### config.mk
export PLATFORM = sky130hd
export DESIGN_NAME = gam_aux_mode
export DESIGN_NICKNAME = d
export VERILOG_FILES = /design/src/hdl/gam_pkg.sv /design/src/hdl/gam_fifo.sv /design/src/hdl/gam_prohibit_timer.sv /design/src/hdl/gam_aux_mode.sv
export SDC_FILE = /design/constraint.sdc
export NUM_CORES = 1
export LEC_CHECK = 0
export BUFFER_PORTS_ARGS = -buffer_cell sky130_fd_sc_hd__buf_2
export CAP_MARGIN = 20
export CORE_UTILIZATION = 48
export CTS_CLUSTER_DIAMETER = 80
export DETAILED_ROUTE_END_ITERATION = 10
export HOLD_SLACK_MARGIN = 0.1
export PLACE_DENSITY = 0.69
export SETUP_SLACK_MARGIN = 0.2
export SYNTH_ARGS = -nofsm -noshare
export SYNTH_HDL_FRONTEND = slang
export SYNTH_SLANG_ARGS = --single-unit
### constraint.sdc
create_clock -name sys_clk -period 3.1 [get_ports sys_clk]
set_input_delay 0.31 -clock sys_clk [delete_from_list [all_inputs] [get_ports sys_clk]]
set_output_delay 0.31 -clock sys_clk [all_outputs]
set_load 0.02 [all_outputs]
### src/hdl/gam_pkg.sv
// package of constants and types for the aux mode configuration block
// assumes one 125 MHz clock and a synchronous active-high reset
// Function
// - prohibit time T1 comes from a counter scaled by reference frequency.
// - receive mode 00 normal, 01 hold rfd each byte, 10 on end, 11 continuous.
// - eos byte sets end flag only while end-on-eos permit is set.
// - with auto-end permit and talker active, send end together with eos byte.
// - eos width bit picks 8-bit or low 7-bit compare.
// - undefined command sets pass-through flag only when detection is permitted.
// - permit bit allows end message while in serial poll active state.
// - fast settle uses short T1 from the second byte, else long T1.
// - polarity bit selects active level of interrupt pin.
// - ist follows service request state when source bit set, else poll flag.
// - clear holdoff enable holds dac false on entering device clear until released.
// - trigger holdoff enable holds dac false on entering device trigger until released.
// - code 011 programs unconfigure, sense, line select; device answers polls so.
// - end-of-string register holds byte compared against data for block end.
// - valid or non-valid aux command releases pending dac holdoff.
package gam_pkg;
  localparam logic [2:0] CODE_AUX_CMD   = 3'h0;
  localparam logic [2:0] CODE_REF_FREQ  = 3'h1;
  localparam logic [2:0] CODE_POLL_CFG  = 3'h3;
  localparam logic [2:0] CODE_REG_A     = 3'h4;
  localparam logic [2:0] CODE_REG_B     = 3'h5;
  localparam logic [2:0] CODE_REG_E     = 3'h6;
  localparam logic [4:0] CMD_NONVALID   = 5'h07;
  localparam logic [4:0] CMD_VALID      = 5'h0F;
  localparam logic [1:0] RX_NORMAL      = 2'h0;
  localparam logic [1:0] RX_HOLD_ALL    = 2'h1;
  localparam logic [1:0] RX_HOLD_END    = 2'h2;
  localparam logic [1:0] RX_CONTINUOUS  = 2'h3;
  localparam logic [4:0] CFG_RESET      = 5'h00;
  localparam logic [3:0] FREQ_RESET     = 4'h0;
  localparam logic [7:0] EOS_RESET      = 8'h00;
  // settle times in ns, long and short T1
  localparam int T1_LONG_NS  = 2000;
  localparam int T1_SHORT_NS = 500;
  localparam int CLK_NS      = 8;
  localparam int T1_LONG_CYC  = (T1_LONG_NS + CLK_NS - 1) / CLK_NS;
  localparam int T1_SHORT_CYC = (T1_SHORT_NS + CLK_NS - 1) / CLK_NS;
  localparam int FIFO_DEPTH  = 8;
  localparam int FIFO_WIDTH  = 9;

  typedef struct packed {
    logic       eos_width_select;
    logic       auto_end_permit;
    logic       end_on_eos_permit;
    logic       receive_mode_high;
    logic       receive_mode_low;
  } gam_reg_a_t;

  typedef struct packed {
    logic       ist_source_select;
    logic       irq_polarity;
    logic       fast_settle_select;
    logic       end_in_poll_permit;
    logic       undefined_cmd_detect;
  } gam_reg_b_t;

  typedef struct packed {
    logic       trigger_holdoff_enable;
    logic       clear_holdoff_enable;
  } gam_reg_e_t;

  typedef struct packed {
    logic       unconfigure;
    logic       sense;
    logic [2:0] poll_line_select;
  } gam_poll_t;

  // byte and end mark travelling through the fifo
  typedef struct packed {
    logic       end_mark;
    logic [7:0] data;
  } gam_byte_t;
endpackage

### src/hdl/gam_fifo.sv
// small synchronous fifo with valid/ready on both sides
// assumes both sides on sys_clk
`timescale 1ns/10ps
module gam_fifo #(
  parameter int WIDTH = 9,
  parameter int DEPTH = 8
)(
  // clock and reset
  input  wire logic             sys_clk,
  input  wire logic             srst,
  // fill side
  input  wire logic             in_valid,
  output logic                  in_ready,
  input  wire logic [WIDTH-1:0] in_data,
  // drain side
  output logic                  out_valid,
  input  wire logic             out_ready,
  output logic      [WIDTH-1:0] out_data
);
  localparam int AW = $clog2(DEPTH);
  typedef struct packed {
    logic [AW-1:0] wr;
    logic [AW-1:0] rd;
    logic [AW:0]   count;
  } gam_fifo_st_t;

  gam_fifo_st_t           st;
  gam_fifo_st_t           next_st;
  logic [WIDTH-1:0]       mem [DEPTH];
  logic                   push;
  logic                   pop;

  assign in_ready  = (st.count != DEPTH[AW:0]);
  assign out_valid = (st.count != '0);
  assign out_data  = mem[st.rd];
  assign push      = in_valid && in_ready;
  assign pop       = out_valid && out_ready;

  always_comb
  begin
    next_st = st;
    if (push)
      next_st.wr = st.wr + 1'b1;
    if (pop)
      next_st.rd = st.rd + 1'b1;
    if (push && !pop)
      next_st.count = st.count + 1'b1;
    else if (pop && !push)
      next_st.count = st.count - 1'b1;
  end

  always_ff @(posedge sys_clk)
  begin
    if (srst)
      st <= '0;
    else
      st <= next_st;
    if (push)
      mem[st.wr] <= in_data;
  end
endmodule

### src/hdl/gam_prohibit_timer.sv
// settling timer: counts a prohibit interval scaled by reference frequency
// assumes start is a one-cycle pulse on sys_clk
`timescale 1ns/10ps
module gam_prohibit_timer (
  // clock and reset
  input  wire logic        sys_clk,
  input  wire logic        srst,
  // control
  input  wire logic        start,
  input  wire logic [15:0] cycles,
  input  wire logic [3:0]  ref_freq,
  // status
  output logic             busy
);
  typedef struct packed {
    logic [3:0]  pre;
    logic [15:0] left;
    logic        busy;
  } gam_tmr_st_t;

  gam_tmr_st_t st;
  gam_tmr_st_t next_st;

  assign busy = st.busy;

  // prescale tick every ref_freq+1 cycles stretches timing with slower settings
  always_comb
  begin
    next_st = st;
    if (start)
    begin
      next_st.busy = 1'b1;
      next_st.left = cycles;
      next_st.pre  = ref_freq;
    end
    else if (st.busy)
    begin
      if (st.pre != 4'h0)
        next_st.pre = st.pre - 4'h1;
      else
      begin
        next_st.pre = ref_freq;
        if (st.left <= 16'h0001)
          next_st.busy = 1'b0;
        else
          next_st.left = st.left - 16'h0001;
      end
    end
  end

  always_ff @(posedge sys_clk)
  begin
    if (srst)
      st <= '0;
    else
      st <= next_st;
  end
endmodule

### src/hdl/gam_aux_mode.sv
// auxiliary mode configuration and its effect on listener and talker
// assumes host port strobes are synchronous one-cycle pulses on sys_clk
`timescale 1ns/10ps
module gam_aux_mode
  import gam_pkg::*;
(
  // clock and reset
  input  wire logic                 sys_clk,
  input  wire logic                 srst,
  // host auxiliary mode port
  input  wire logic                 aux_wr,
  input  wire logic [7:0]           aux_wdata,
  input  wire logic                 eos_wr,
  input  wire logic [7:0]           eos_wdata,
  input  wire logic                 aux_rd,
  output logic [7:0]                aux_rdata,
  // bus side state from the interface functions
  input  wire logic                 talker_active,
  input  wire logic                 poll_active,
  input  wire logic                 srq_state,
  input  wire logic                 poll_flag,
  input  wire logic                 enter_clear,
  input  wire logic                 enter_trigger,
  input  wire logic                 undefined_cmd,
  input  wire logic                 irq_level,
  input  wire logic                 ppoll_req,
  // received byte stream
  input  wire logic                 rx_valid,
  output logic                      rx_ready,
  input  wire logic [7:0]           rx_data,
  input  wire logic                 rx_eoi,
  // host read of received bytes
  output logic                      host_valid,
  input  wire logic                 host_ready,
  output gam_pkg::gam_byte_t        host_byte,
  // transmit byte stream
  input  wire logic                 tx_valid,
  output logic                      tx_ready,
  input  wire logic [7:0]           tx_data,
  output logic                      tx_send,
  output logic [7:0]                tx_bus_data,
  output logic                      tx_end,
  // status and pins
  output logic                      end_flag,
  output logic                      cmd_pass_through_flag,
  output logic                      rfd_hold,
  output logic                      dac_hold,
  output logic                      irq_pin,
  output logic                      ist,
  output logic [7:0]                ppoll_lines
);
  import gam_pkg::*;

  typedef struct packed {
    gam_reg_a_t reg_a;
    gam_reg_b_t reg_b;
    gam_reg_e_t reg_e;
    gam_poll_t  poll;
    logic [3:0] ref_freq;
    logic [7:0] eos;
    logic       end_flag;
    logic       cpt_flag;
    logic       rfd_hold;
    logic       dac_hold;
    logic       irq_pin;
    logic       ist;
    logic [7:0] ppoll_lines;
    logic       tx_started;
    logic       tx_send;
    logic [7:0] tx_bus_data;
    logic       tx_end;
    logic [7:0] rdata;
  } gam_st_t;

  gam_st_t    st;
  gam_st_t    next_st;
  logic [2:0] code;
  logic [4:0] val;
  logic       fifo_in_ready;
  logic       fifo_push;
  gam_byte_t  fifo_in;
  gam_byte_t  fifo_out;
  logic       rx_eos_hit;
  logic       tx_eos_hit;
  logic       tmr_start;
  logic [15:0] tmr_cycles;
  logic       tmr_busy;
  logic       rx_byte_end;

  assign code = aux_wdata[7:5];
  assign val  = aux_wdata[4:0];

  // seven or eight bit compare
  function automatic logic eos_match(input logic [7:0] d, input logic [7:0] e,
                                     input logic w8);
    eos_match = w8 ? (d == e) : (d[6:0] == e[6:0]);
  endfunction

  assign rx_eos_hit  = eos_match(rx_data, st.eos, st.reg_a.eos_width_select);
  assign tx_eos_hit  = eos_match(tx_data, st.eos, st.reg_a.eos_width_select);
  // eos counts as end only when permitted
  assign rx_byte_end = rx_eoi || (rx_eos_hit && st.reg_a.end_on_eos_permit);

  // holding rfd stalls the listener even with fifo room
  assign rx_ready  = fifo_in_ready && !st.rfd_hold;
  assign fifo_push = rx_valid && rx_ready;
  assign fifo_in   = '{end_mark: rx_byte_end, data: rx_data};

  // source handshake waits out T1 after each byte before taking the next
  assign tx_ready   = !tmr_busy && !st.tx_send;
  assign tmr_start  = tx_valid && tx_ready && talker_active;
  // first byte always long T1; fast only from the second
  assign tmr_cycles = (st.reg_b.fast_settle_select && st.tx_started)
                      ? 16'(T1_SHORT_CYC) : 16'(T1_LONG_CYC);

  gam_fifo #(
    .WIDTH (FIFO_WIDTH),
    .DEPTH (FIFO_DEPTH)
  ) u_rx_fifo (
    .sys_clk   (sys_clk),
    .srst      (srst),
    .in_valid  (fifo_push),
    .in_ready  (fifo_in_ready),
    .in_data   (fifo_in),
    .out_valid (host_valid),
    .out_ready (host_ready),
    .out_data  (fifo_out)
  );

  assign host_byte = fifo_out;

  gam_prohibit_timer u_t1 (
    .sys_clk  (sys_clk),
    .srst     (srst),
    .start    (tmr_start),
    .cycles   (tmr_cycles),
    .ref_freq (st.ref_freq),
    .busy     (tmr_busy)
  );

  always_comb
  begin
    next_st = st;
    // host port decode
    if (aux_wr)
    begin
      unique case (code)
        CODE_REG_A:    next_st.reg_a = gam_reg_a_t'(val);
        CODE_REG_B:    next_st.reg_b = gam_reg_b_t'(val);
        CODE_REG_E:    next_st.reg_e = gam_reg_e_t'(val[1:0]);
        CODE_POLL_CFG: next_st.poll  = gam_poll_t'(val);
        CODE_REF_FREQ: next_st.ref_freq = val[3:0];
        default:       next_st.ref_freq = st.ref_freq;
      endcase
    end
    if (eos_wr)
      next_st.eos = eos_wdata;
    // status read only, config never exposed
    if (aux_rd)
      next_st.rdata = {6'h00, st.dac_hold, st.cpt_flag};

    // end flag: set wins over host read of the byte
    if (host_valid && host_ready)
      next_st.end_flag = 1'b0;
    if (fifo_push && rx_byte_end)
      next_st.end_flag = 1'b1;

    // listener rfd holdoff by receive mode
    if (aux_wr && code == CODE_AUX_CMD && val == CMD_VALID)
      next_st.rfd_hold = 1'b0;
    if (fifo_push)
    begin
      unique case (st.reg_a.receive_mode_high ? {1'b1, st.reg_a.receive_mode_low}
                                              : {1'b0, st.reg_a.receive_mode_low})
        RX_NORMAL:     next_st.rfd_hold = 1'b0;
        RX_HOLD_ALL:   next_st.rfd_hold = 1'b1;
        RX_HOLD_END:   next_st.rfd_hold = rx_byte_end;
        RX_CONTINUOUS: next_st.rfd_hold = 1'b0;
      endcase
    end
    if (!st.reg_a.receive_mode_high && !st.reg_a.receive_mode_low)
      next_st.rfd_hold = 1'b0;

    // pass-through flag; cleared by the valid or non-valid command, set wins
    if (aux_wr && code == CODE_AUX_CMD && (val == CMD_VALID || val == CMD_NONVALID))
      next_st.cpt_flag = 1'b0;
    if (undefined_cmd && st.reg_b.undefined_cmd_detect)
      next_st.cpt_flag = 1'b1;

    // dac holdoff, released by valid/non-valid, new entry wins
    if (aux_wr && code == CODE_AUX_CMD && (val == CMD_VALID || val == CMD_NONVALID))
      next_st.dac_hold = 1'b0;
    if (enter_clear && st.reg_e.clear_holdoff_enable)
      next_st.dac_hold = 1'b1;
    if (enter_trigger && st.reg_e.trigger_holdoff_enable)
      next_st.dac_hold = 1'b1;

    // talker: end with eos when permitted
    next_st.tx_send = 1'b0;
    if (!talker_active)
      next_st.tx_started = 1'b0;
    if (tmr_start)
    begin
      next_st.tx_started  = 1'b1;
      next_st.tx_send     = 1'b1;
      next_st.tx_bus_data = tx_data;
      next_st.tx_end      = tx_eos_hit && st.reg_a.auto_end_permit
                            && (!poll_active || st.reg_b.end_in_poll_permit);
    end

    // interrupt pin polarity
    next_st.irq_pin = irq_level ^ ~st.reg_b.irq_polarity;
    // ist source
    next_st.ist = st.reg_b.ist_source_select ? srq_state : poll_flag;
    // parallel poll answer: sense matched with ist on the selected line
    next_st.ppoll_lines = 8'h00;
    if (ppoll_req && !st.poll.unconfigure && (st.poll.sense == next_st.ist))
      next_st.ppoll_lines[st.poll.poll_line_select] = 1'b1;
  end

  // reset clears all config
  always_ff @(posedge sys_clk)
  begin
    if (srst)
    begin
      st          <= '0;
      st.reg_a    <= gam_reg_a_t'(CFG_RESET);
      st.reg_b    <= gam_reg_b_t'(CFG_RESET);
      st.poll     <= gam_poll_t'(CFG_RESET);
      st.ref_freq <= FREQ_RESET;
      st.eos      <= EOS_RESET;
      st.irq_pin  <= 1'b1;
    end
    else
      st <= next_st;
  end

  // write-only config: the read port never exposes it
  assign aux_rdata             = st.rdata;
  assign end_flag              = st.end_flag;
  assign cmd_pass_through_flag = st.cpt_flag;
  assign rfd_hold              = st.rfd_hold;
  assign dac_hold              = st.dac_hold;
  assign irq_pin               = st.irq_pin;
  assign ist                   = st.ist;
  assign ppoll_lines           = st.ppoll_lines;
  assign tx_send               = st.tx_send;
  assign tx_bus_data           = st.tx_bus_data;
  assign tx_end                = st.tx_end;
endmodule

== Word level (Yosys, flattened, before mapping) ==
Memory sizes are Yosys's and may differ from the RTL's. A register that Yosys moved wholly into a read port is not among the register bits.
Index checks and enable logic that the tools add are counted.
Cells by class
  add/subtract/negate cells: 6
  magnitude comparators: 3
  equal/unequal tests: 19
  multiplexer cells: 30
  bitwise operators: 3
  reduce and logical (&&, ||, !) cells: 55
Operator list (number)
  $mux 21: 2
  $logic_and 1x1->1: 24
  $mux 17: 1
  $eq 8x8->1: 2
  $le 16x1->1 const B: 1
  $mux 1: 16
  $mux 16: 1
  $sub 16x1->16 const B: 1
  $eq 7x7->1: 2
  $mux 4: 3
  $mux 11: 1
  $reduce_and 2->1: 5
  $reduce_bool 2->1: 5
  $eq 3x3->1 const B: 3
  $logic_not 1->1: 9
  $mux 8: 1
  $reduce_bool 4->1: 2
  $sub 4x1->4 const B: 2
  $add 3x1->3 const B: 2
  $mux 3: 2
  $reduce_or 2->1: 3
  $eq 5x3->1 const B: 1
  $eq 5x4->1 const B: 1
  $add 4x1->4 const B: 1
  other kinds (20): 25
Word-level totals
  flip-flop bits (word level): 87
  memory bits (writable): 72
  output and inout port bits: 44
  word-level logic and storage cells: 152
  memories kept: 1
Memory list
  u_rx_fifo.mem: depth 8, width 9, read ports 1, clocked after Yosys merged registers in 1, wr ports 1, RTL line gam_fifo.sv:29  | logic [WIDTH-1:0] mem [DEPTH];

== Depth between registers and ports, before layout ==
Gate-level depths: netlist (run 1).
  depth after elaboration: 8
  gate-level depth with buffers: 12

== By module ==
From an unflattened synthesis (run 1), not the netlist that was laid out.
Unflattened totals
  cells, all modules: 609
  area, all modules: 7215.7 um^2
Modules (own cells, without submodules)
  gam_fifo: instances 1, cells each 177, area each 3420.8 um^2, sequential area each 2422.3 um^2
  gam_aux_mode: instances 1, cells each 265, area each 2434.8 um^2, sequential area each 1121.1 um^2
  gam_prohibit_timer: instances 1, cells each 167, area each 1360.1 um^2, sequential area each 420.4 um^2

== Least setup slack after synthesis (run 1) ==
OpenSTA, ideal clock, no wires.
  path type: flip-flop to flip-flop
  from: reg u_rx_fifo.st[0] (netlist name)
  to: reg u_rx_fifo.st[3] (netlist name)
  setup time: 0.070 ns
  arrival time: 2.562 ns
  data required time: 3.030 ns
  setup slack: 0.468 ns
  cell stages (with the launch flop): 13
  clock period less this slack: 2.632 ns
  cells stage by stage: dfxtp_1 nor4b_1 nor2_1 nand2_1 clkinv_1 ha_1 inv_1 ha_1 a21o_1 a21oi_1 xnor2_1 or3_1 a21oi_1
Between the ends
  longest elaborated chain between the ends: 7
  elaborated cells on any way between the ends: 15
  classes of those cells: add/sub (2); eq/ne (1); mux (2); reduce/logical (10)
RTL lines
  start, declared: RTL line gam_fifo.sv:27  | gam_fifo_st_t st;
  start signal, assigned: RTL line gam_fifo.sv:57  | st <= next_st;
  $ne 4x4->1 (*): RTL line gam_fifo.sv:33  | assign in_ready = (st.count != DEPTH[AW:0]);
  $logic_and 1x1->1 (*): RTL line gam_aux_mode.sv:105  | assign rx_ready = fifo_in_ready && !st.rfd_hold;
  named net rx_ready: RTL line gam_aux_mode.sv:29  | output logic rx_ready,
  $logic_and 1x1->1 (*): RTL line gam_aux_mode.sv:106  | assign fifo_push = rx_valid && rx_ready;
  $logic_and 1x1->1 (*): RTL line gam_fifo.sv:36  | assign push = in_valid && in_ready;
  named net u_rx_fifo.push: RTL line gam_fifo.sv:30  | logic push;
  $logic_not 1->1: RTL line gam_fifo.sv:48  | else if (pop && !push)
  $logic_and 1x1->1: RTL line gam_fifo.sv:48
  $reduce_bool 2->1 (no source line)
The timed path passes the listed nets; every way through them passes the cells marked *. The select of a mux whose other input is x is not followed.
A chain may end at the register's enable or synchronous reset.

== Worst setup path after layout (run 1) ==
  from: reg u_rx_fifo.st[0] (netlist name)
  to: reg u_rx_fifo.st[3] (netlist name)
Between the ends
  longest elaborated chain between the ends: 7
  elaborated cells on any way between the ends: 15
  classes of those cells: add/sub (2); eq/ne (1); mux (2); reduce/logical (10)
RTL lines
  parallel branches: the longest is 7 deep, another holds $sub 4x1->4
Parallel ways; which one is timed is not known. The select of a mux whose other input is x is not followed.

==> flow_summary.ini, run 1 <==
[clocking]
root_buffer = clkbuf_16
htree_levels = 4
clk_pin_slew_ns = 0.06
cts_sinks = 162
post_cts_buffers = 0
cts-buffers-inserted = 17
clk_latency_ns = 0.43
post_cts_resized = 0
cts_tree = built
postCtsHoldBufs = 0
cts.path.max_buffers = 2

[synthesis]
synth-xor-area-share_pct = 3.981
synth_cell_types = 54
avgSynthCellArea_um2 = 12.05
ys_seq_area_share_pct = 58.12
yosysWarnings = 0
yosysMostFrequentCell = dfxtp_1
synth_mux_area_share_pct = 11.98
synth-edff-count = 72
synth_seq_cells = 162
synth_ff_type = dfxtp_1
netlist_area_um2 = 6820
synth_fa_ha_area_share_pct = 2.312
synth_top_family_by_area = simple AND/OR/NAND/NOR gates
ys_async_sr_fraction_pct = 0
synth-simple-area-share_pct = 13.03
synth_compound_area_share_pct = 5.852
synthCells = 566
synth_common_cells = 90 x dfxtp_1, 72 x edfxtp_1, 70 x nor2_1, 35 x nand2_1
yosysTopAreaCell = edfxtp_1
synth_top_cell_area_share_pct = 31.70
yosys-top-cells-area = edfxtp_1 32%, dfxtp_1 26%, mux4_2 5.9%

[detailed_routing]
final_antenna_net_count = 0
drc_errors = 0
wl_per_cell_um = 16.65
drt_first_iter_violations = 268
drt-pass1-iter-count = 4
num_vias = 4447
vias_per_cell = 5.326
drt_wl_total_um = 13900

[power_and_ir_drop]
leakagePower_nw = 3.055
p_per_area_nw_per_um2 = 752.8
power_mw = 5.988
p_comb_share_pct = 20.9
vdd_drop_max_mv = 0.3532
clockPowerShare_pct = 37.5
switchingPower_mw = 1.616
pwr-share-seq_pct = 41.6
swShare_pct = 26.98
internal_power_mw = 4.372

[global_route]
antenna_found_initial = 1
first_global_vias = 4269
gr-total-overflow = 0
track_usage_pct = 20.12
grt_max_degree = 47
grt_pass1_wl_um = 21820

[worst_setup_path]
cp_data_arrival_time_ns = 3.05
path_max_fanout = 5
critPathLaunchType = register
cp.required_ns = 3.46
endpoint_kind = register
critPathKind = register to register

[sta]
finalSetupTns_ns = 0
fin_skew_ns = 0.008512
maxSlewViolCount = 0
finalHoldViolCount = 0
rsz0062_at_grt = no
fmax_mhz = 370.8
slew-limit-headroom_pct = 36.90
tightest_slew_ns = 0.9430
min_period_ns = 2.697
fin_crit_sh_pct = 86.99
postLayoutSetupSlackWorst_ns = 0.4032
setup_viol = 0

[floorplan]
design.core.area_um2 = 13880
die_w_um = 121.2
num_rows = 43
die_h_um = 121.2
design.portCount = 94
die_area_um2 = 14690
start_util_pct = 49.13

[finish]
fill_cells = 1151
diodes = 0
post_route_cells_drive_above_1_share_pct = 24.58
nets = 704
area_growth_pct = 16.62
stdcell_count = 835

[placement]
hpwl_um = 9588
place_inst = 802
dp_slack_ns = 0.4125
place_congestion = 0.8362
port_buffers = 87

[run]
drv_cap = 0

[status]
status = finished, final reports clean

[hold_path]
hp-class = input port to register
[metal layers]
metal | vias to the layer above | global-route usage [%] | share of wire (%)
li1 | 2180 | - | -
met1 | 2155 | 23.26 | 42
met2 | 93 | 34.54 | 51
met3 | 17 | 6.438 | 4.5
met4 | 2 | 7.793 | 1.6
met5 | - | 0 | 0.094
[per-stage QoR]
| stage | hold WS [ns] | cell area, µm² | utilization (%) |
|---|---|---|---|
| floorplan | 0.4089 | 6839 | - |
| global placement | 0.4420 | 7308 | 52.65 |
| detailed placement | 0.4476 | 7308 | 52.65 |
| CTS | 0.1012 | 7949 | 57.27 |
| global route | 0.1133 | 7954 | 57.30 |
| finish | 0.1191 | 7954 | 57.30 |
[final timing paths]
kind                        start               to  slack [ns]  cells after the start
hold / removal       eos_wdata[7]           st[40]        0.12                      3
setup / recovery  u_rx_fifo.st[0]  u_rx_fifo.st[3]        0.40                     10
hold reg to reg    tx_bus_data[2]   tx_bus_data[2]        0.45                      2
setup reg to reg  u_rx_fifo.st[0]  u_rx_fifo.st[3]        0.40                     10
[layout by cell type (no fill, tap or decap), types with 12 or more instances in the layout]
cell and count:
mux4_2 18, xnor2_1 12, dfxtp_1 90, clkbuf_16 17
edfxtp_1 72, buf_2 87, nor2_1 70, mux2i_1 31
a21oi_1 31, buf_4 12, nor3_1 17, xor2_1 19
nand2_1 35
[area by class of cell]
class | count | area (µm²) | share of cell area (%)
clock buffers | 18 | 429.2 | 5.396
clock inverters | 14 | 211.5 | 2.658
inverters | 10 | 37.54 | 0.4719
multi-input cells | 351 | 2556 | 32.14
flip-flops and latches | 162 | 3964 | 49.83
well taps | 180 | 225.2 | 2.832
repair buffers | 100 | 530.5 | 6.670
[cells by family (layout without fill, tap and decap cells)]
family / Yosys count / count (layout)
buf+inv: 58 / 142
simple gates: 180 / 180
other cells: 1 / 6
mux: 58 / 58
fa+ha+maj: 12 / 12
flops: 162 / 162
xor+xnor: 31 / 31
compound gates: 64 / 64
[power groups by stage]
stage	Clock [mW]	Sequential [mW]	Combinational, mW
5_1_grt	2.38	2.51	1.39
2_1_floorplan	0	2.51	0.949
6_report	2.25	2.49	1.25
3_5_place_dp	0	2.53	1.27
4_1_cts	2.29	2.49	1.27
3_3_place_gp	0	2.52	1.23
[worst max-delay path: stages (launching register included)]
cell and delay [ns]:
dfxtp_1 0.37, or4_1 0.59, nand2_1 0.18, ha_1 0.22, inv_1 0.10, ha_1 0.28
a21o_1 0.18, a21oi_1 0.18, xnor2_1 0.10, or3_1 0.32, a21oi_1 0.14
[registers in the layout, summed over array words and instances (netlist names), 2 cells and up, named ones only]
signal / cells
u_rx_fifo.mem: 72
st: 30
u_t1.st: 20
u_rx_fifo.st: 10
ppoll_lines: 8
tx_bus_data: 8
aux_rdata: 2
(Power assumes the default switching activity.)
==> inputs of run 2 (changes only) <==
--- a/config.mk
+++ b/config.mk
@@ -7,11 +7,13 @@
 export LEC_CHECK = 0
 export BUFFER_PORTS_ARGS = -buffer_cell sky130_fd_sc_hd__buf_2
 export CAP_MARGIN = 20
-export CORE_UTILIZATION = 48
+export CELL_PAD_IN_SITES_DETAIL_PLACEMENT = 0
+export CELL_PAD_IN_SITES_GLOBAL_PLACEMENT = 1
+export CORE_UTILIZATION = 46
 export CTS_CLUSTER_DIAMETER = 80
 export DETAILED_ROUTE_END_ITERATION = 10
 export HOLD_SLACK_MARGIN = 0.1
-export PLACE_DENSITY = 0.69
+export PLACE_DENSITY_LB_ADDON = 0.1
 export SETUP_SLACK_MARGIN = 0.2
 export SYNTH_ARGS = -nofsm -noshare
 export SYNTH_HDL_FRONTEND = slang
==> flow_summary.ini, run 2 (synthesis results as in run 1) <==
[worst_setup_path]
endpoint_kind = register
cp_cell_sequence = nor4b_1 -> nor2_1 -> nand2_1 -> clkinv_1 -> ha_1 -> inv_1 -> ha_1 -> a21o_1 -> a21oi_1 -> xnor2_1 -> or3_1 -> a21oi_1
r2r_end = u_rx_fifo.st[3]
critPathLaunchType = register
r2r_slack_ns = 0.40
cp_num_cells = 12
cp.required_ns = 3.45
reg2reg_depth = 12
timing.rr.start = u_rx_fifo.st[0]
critical_path.top_delay_family = simple AND/OR/NAND/NOR gates
cp_data_arrival_time_ns = 3.05
path_max_fanout = 6
worst-path-buf-inv = 2
crit_slowest_cell = dfxtp_1
critPathKind = register to register
max_stage_delay_ns = 0.37

[clocking]
clk_latency_ns = 0.42
postCtsHoldBufs = 0
post_cts_buffers = 0
cts_tree = built
cts.path.max_buffers = 2
post_cts_resized = 0
cts-buffers-inserted = 17
htree_levels = 4
clk_pin_slew_ns = 0.06
cts_sinks = 162
root_buffer = clkbuf_16

[floorplan]
die_h_um = 123.8
design.core.area_um2 = 14480
die_area_um2 = 15320
design.portCount = 94
start_util_pct = 47.11
die_w_um = 123.8
num_rows = 44

[finish]
layout_common_cells = 90 x dfxtp_1, 87 x buf_2, 72 x edfxtp_1
diodes = 0
largest_register = u_rx_fifo.mem
nets = 705
fill_cells = 1258
largest_reg_flops = 72
post_route_cells_drive_above_1_share_pct = 24.54
final_common_cell = dfxtp_1
top_regs = u_rx_fifo.mem: 72 flops, st: 30 flops, u_t1.st: 20 flops
fin_util_pct = 54.61
multi_input_area_um2 = 2556
area_growth_pct = 15.92
seq_area_um2 = 3964

[sta]
maxSlewViolCount = 0
slew-limit-headroom_pct = 27.39
tightest_slew_ns = 1.074
finalHoldViolCount = 0
min_period_ns = 2.699
fmax_mhz = 370.6
setup_viol = 0
fin_skew_ns = 0.01022
rsz0062_at_grt = no
finalSetupTns_ns = 0
fin_crit_sh_pct = 87.05

[placement]
hpwl_um = 10000
port_buffers = 87
place_congestion = 0.7350

[detailed_routing]
drc_errors = 0
num_vias = 4406
wl_per_cell_um = 17.01
vias_per_cell = 5.245
drt_first_iter_violations = 221
final_antenna_net_count = 0
drt-pass1-iter-count = 4
drt_wl_total_um = 14290

[power_and_ir_drop]
p_per_area_nw_per_um2 = 730.7
vdd_drop_max_mv = 0.3555
swShare_pct = 27.96
leakagePower_nw = 3.039
pwr-share-seq_pct = 43.4
p_comb_share_pct = 21.3
clockPowerShare_pct = 35.3
switchingPower_mw = 1.615
internal_power_mw = 4.162
power_mw = 5.777

[global_route]
grt_pass1_wl_um = 22500
first_global_vias = 4346
track_usage_pct = 19.98
antenna_found_initial = 0
gr-total-overflow = 0
grt_max_degree = 59

[hold_path]
whs_endpoint = irq_pin
whs_path_depth = 3
hp-start = irq_level
hp-class = input port to register

[status]
status = finished, final reports clean

[run]
drv_cap = 0
## run 2: through the flow
stage               cells  hold WS, ns  area (µm²)  setup WS, ns
floorplan             571       0.4089        6839        0.4676
global placement      808       0.4393        7328        0.5064
detailed placement    808       0.4456        7328        0.4277
CTS                   840       0.1121        7906        0.4206
global route          840       0.1227        7906        0.2011
finish                840       0.1286        7906        0.4014
## run 2: worst max path at each step
stage	slack, ns	endpoint	from
3_5_place_dp	0.43	u_rx_fifo.st[3]	u_rx_fifo.st[0]
3_3_place_gp	0.51	u_rx_fifo.st[3]	u_rx_fifo.st[0]
6_report	0.40	u_rx_fifo.st[3]	u_rx_fifo.st[0]
4_1_cts	0.42	u_rx_fifo.st[3]	u_rx_fifo.st[0]
2_1_floorplan	0.47	u_rx_fifo.st[3]	u_rx_fifo.st[0]
5_1_grt	0.20	u_rx_fifo.st[3]	u_rx_fifo.st[0]
## run 2: power by group through the flow
stage	clock network [mW]	registers (mW)	logic, mW
after detailed placement	0	2.56	1.24
after global routing	2.17	2.53	1.37
after global placement	0	2.55	1.22
after floorplan	0	2.51	0.949
after CTS	2.08	2.51	1.25
final	2.04	2.51	1.23
## run 2: cell type report
type	instances	share of cell area (%)
inverters	10	0.4748
multi-input cells	351	32.33
repair buffers	101	6.837
flip-flops and latches	162	50.13
clock buffers	20	5.650
clock inverters	12	1.662
well taps	184	2.912
## run 2: routing by layer
metal  vias up  wire length, µm  global-route usage [%]  part of all wire, %
li1       2173                -                       -                    -
met1      2131             6712                   26.42                   47
met2        83             6936                   32.26                   49
met3        19              398                   3.617                  2.8
met4         0              241                   8.358                  1.7
met5         -                0                       0                    0
## run 2: worst register-to-register path, cell delays in order, from the launching register on
cell      delay, ns
dfxtp_1        0.37
nor4b_1        0.37
nor2_1         0.09
nand2_1        0.19
clkinv_1       0.12
ha_1           0.22
inv_1          0.12
ha_1           0.25
a21o_1         0.18
a21oi_1        0.18
xnor2_1        0.09
or3_1          0.30
a21oi_1        0.14
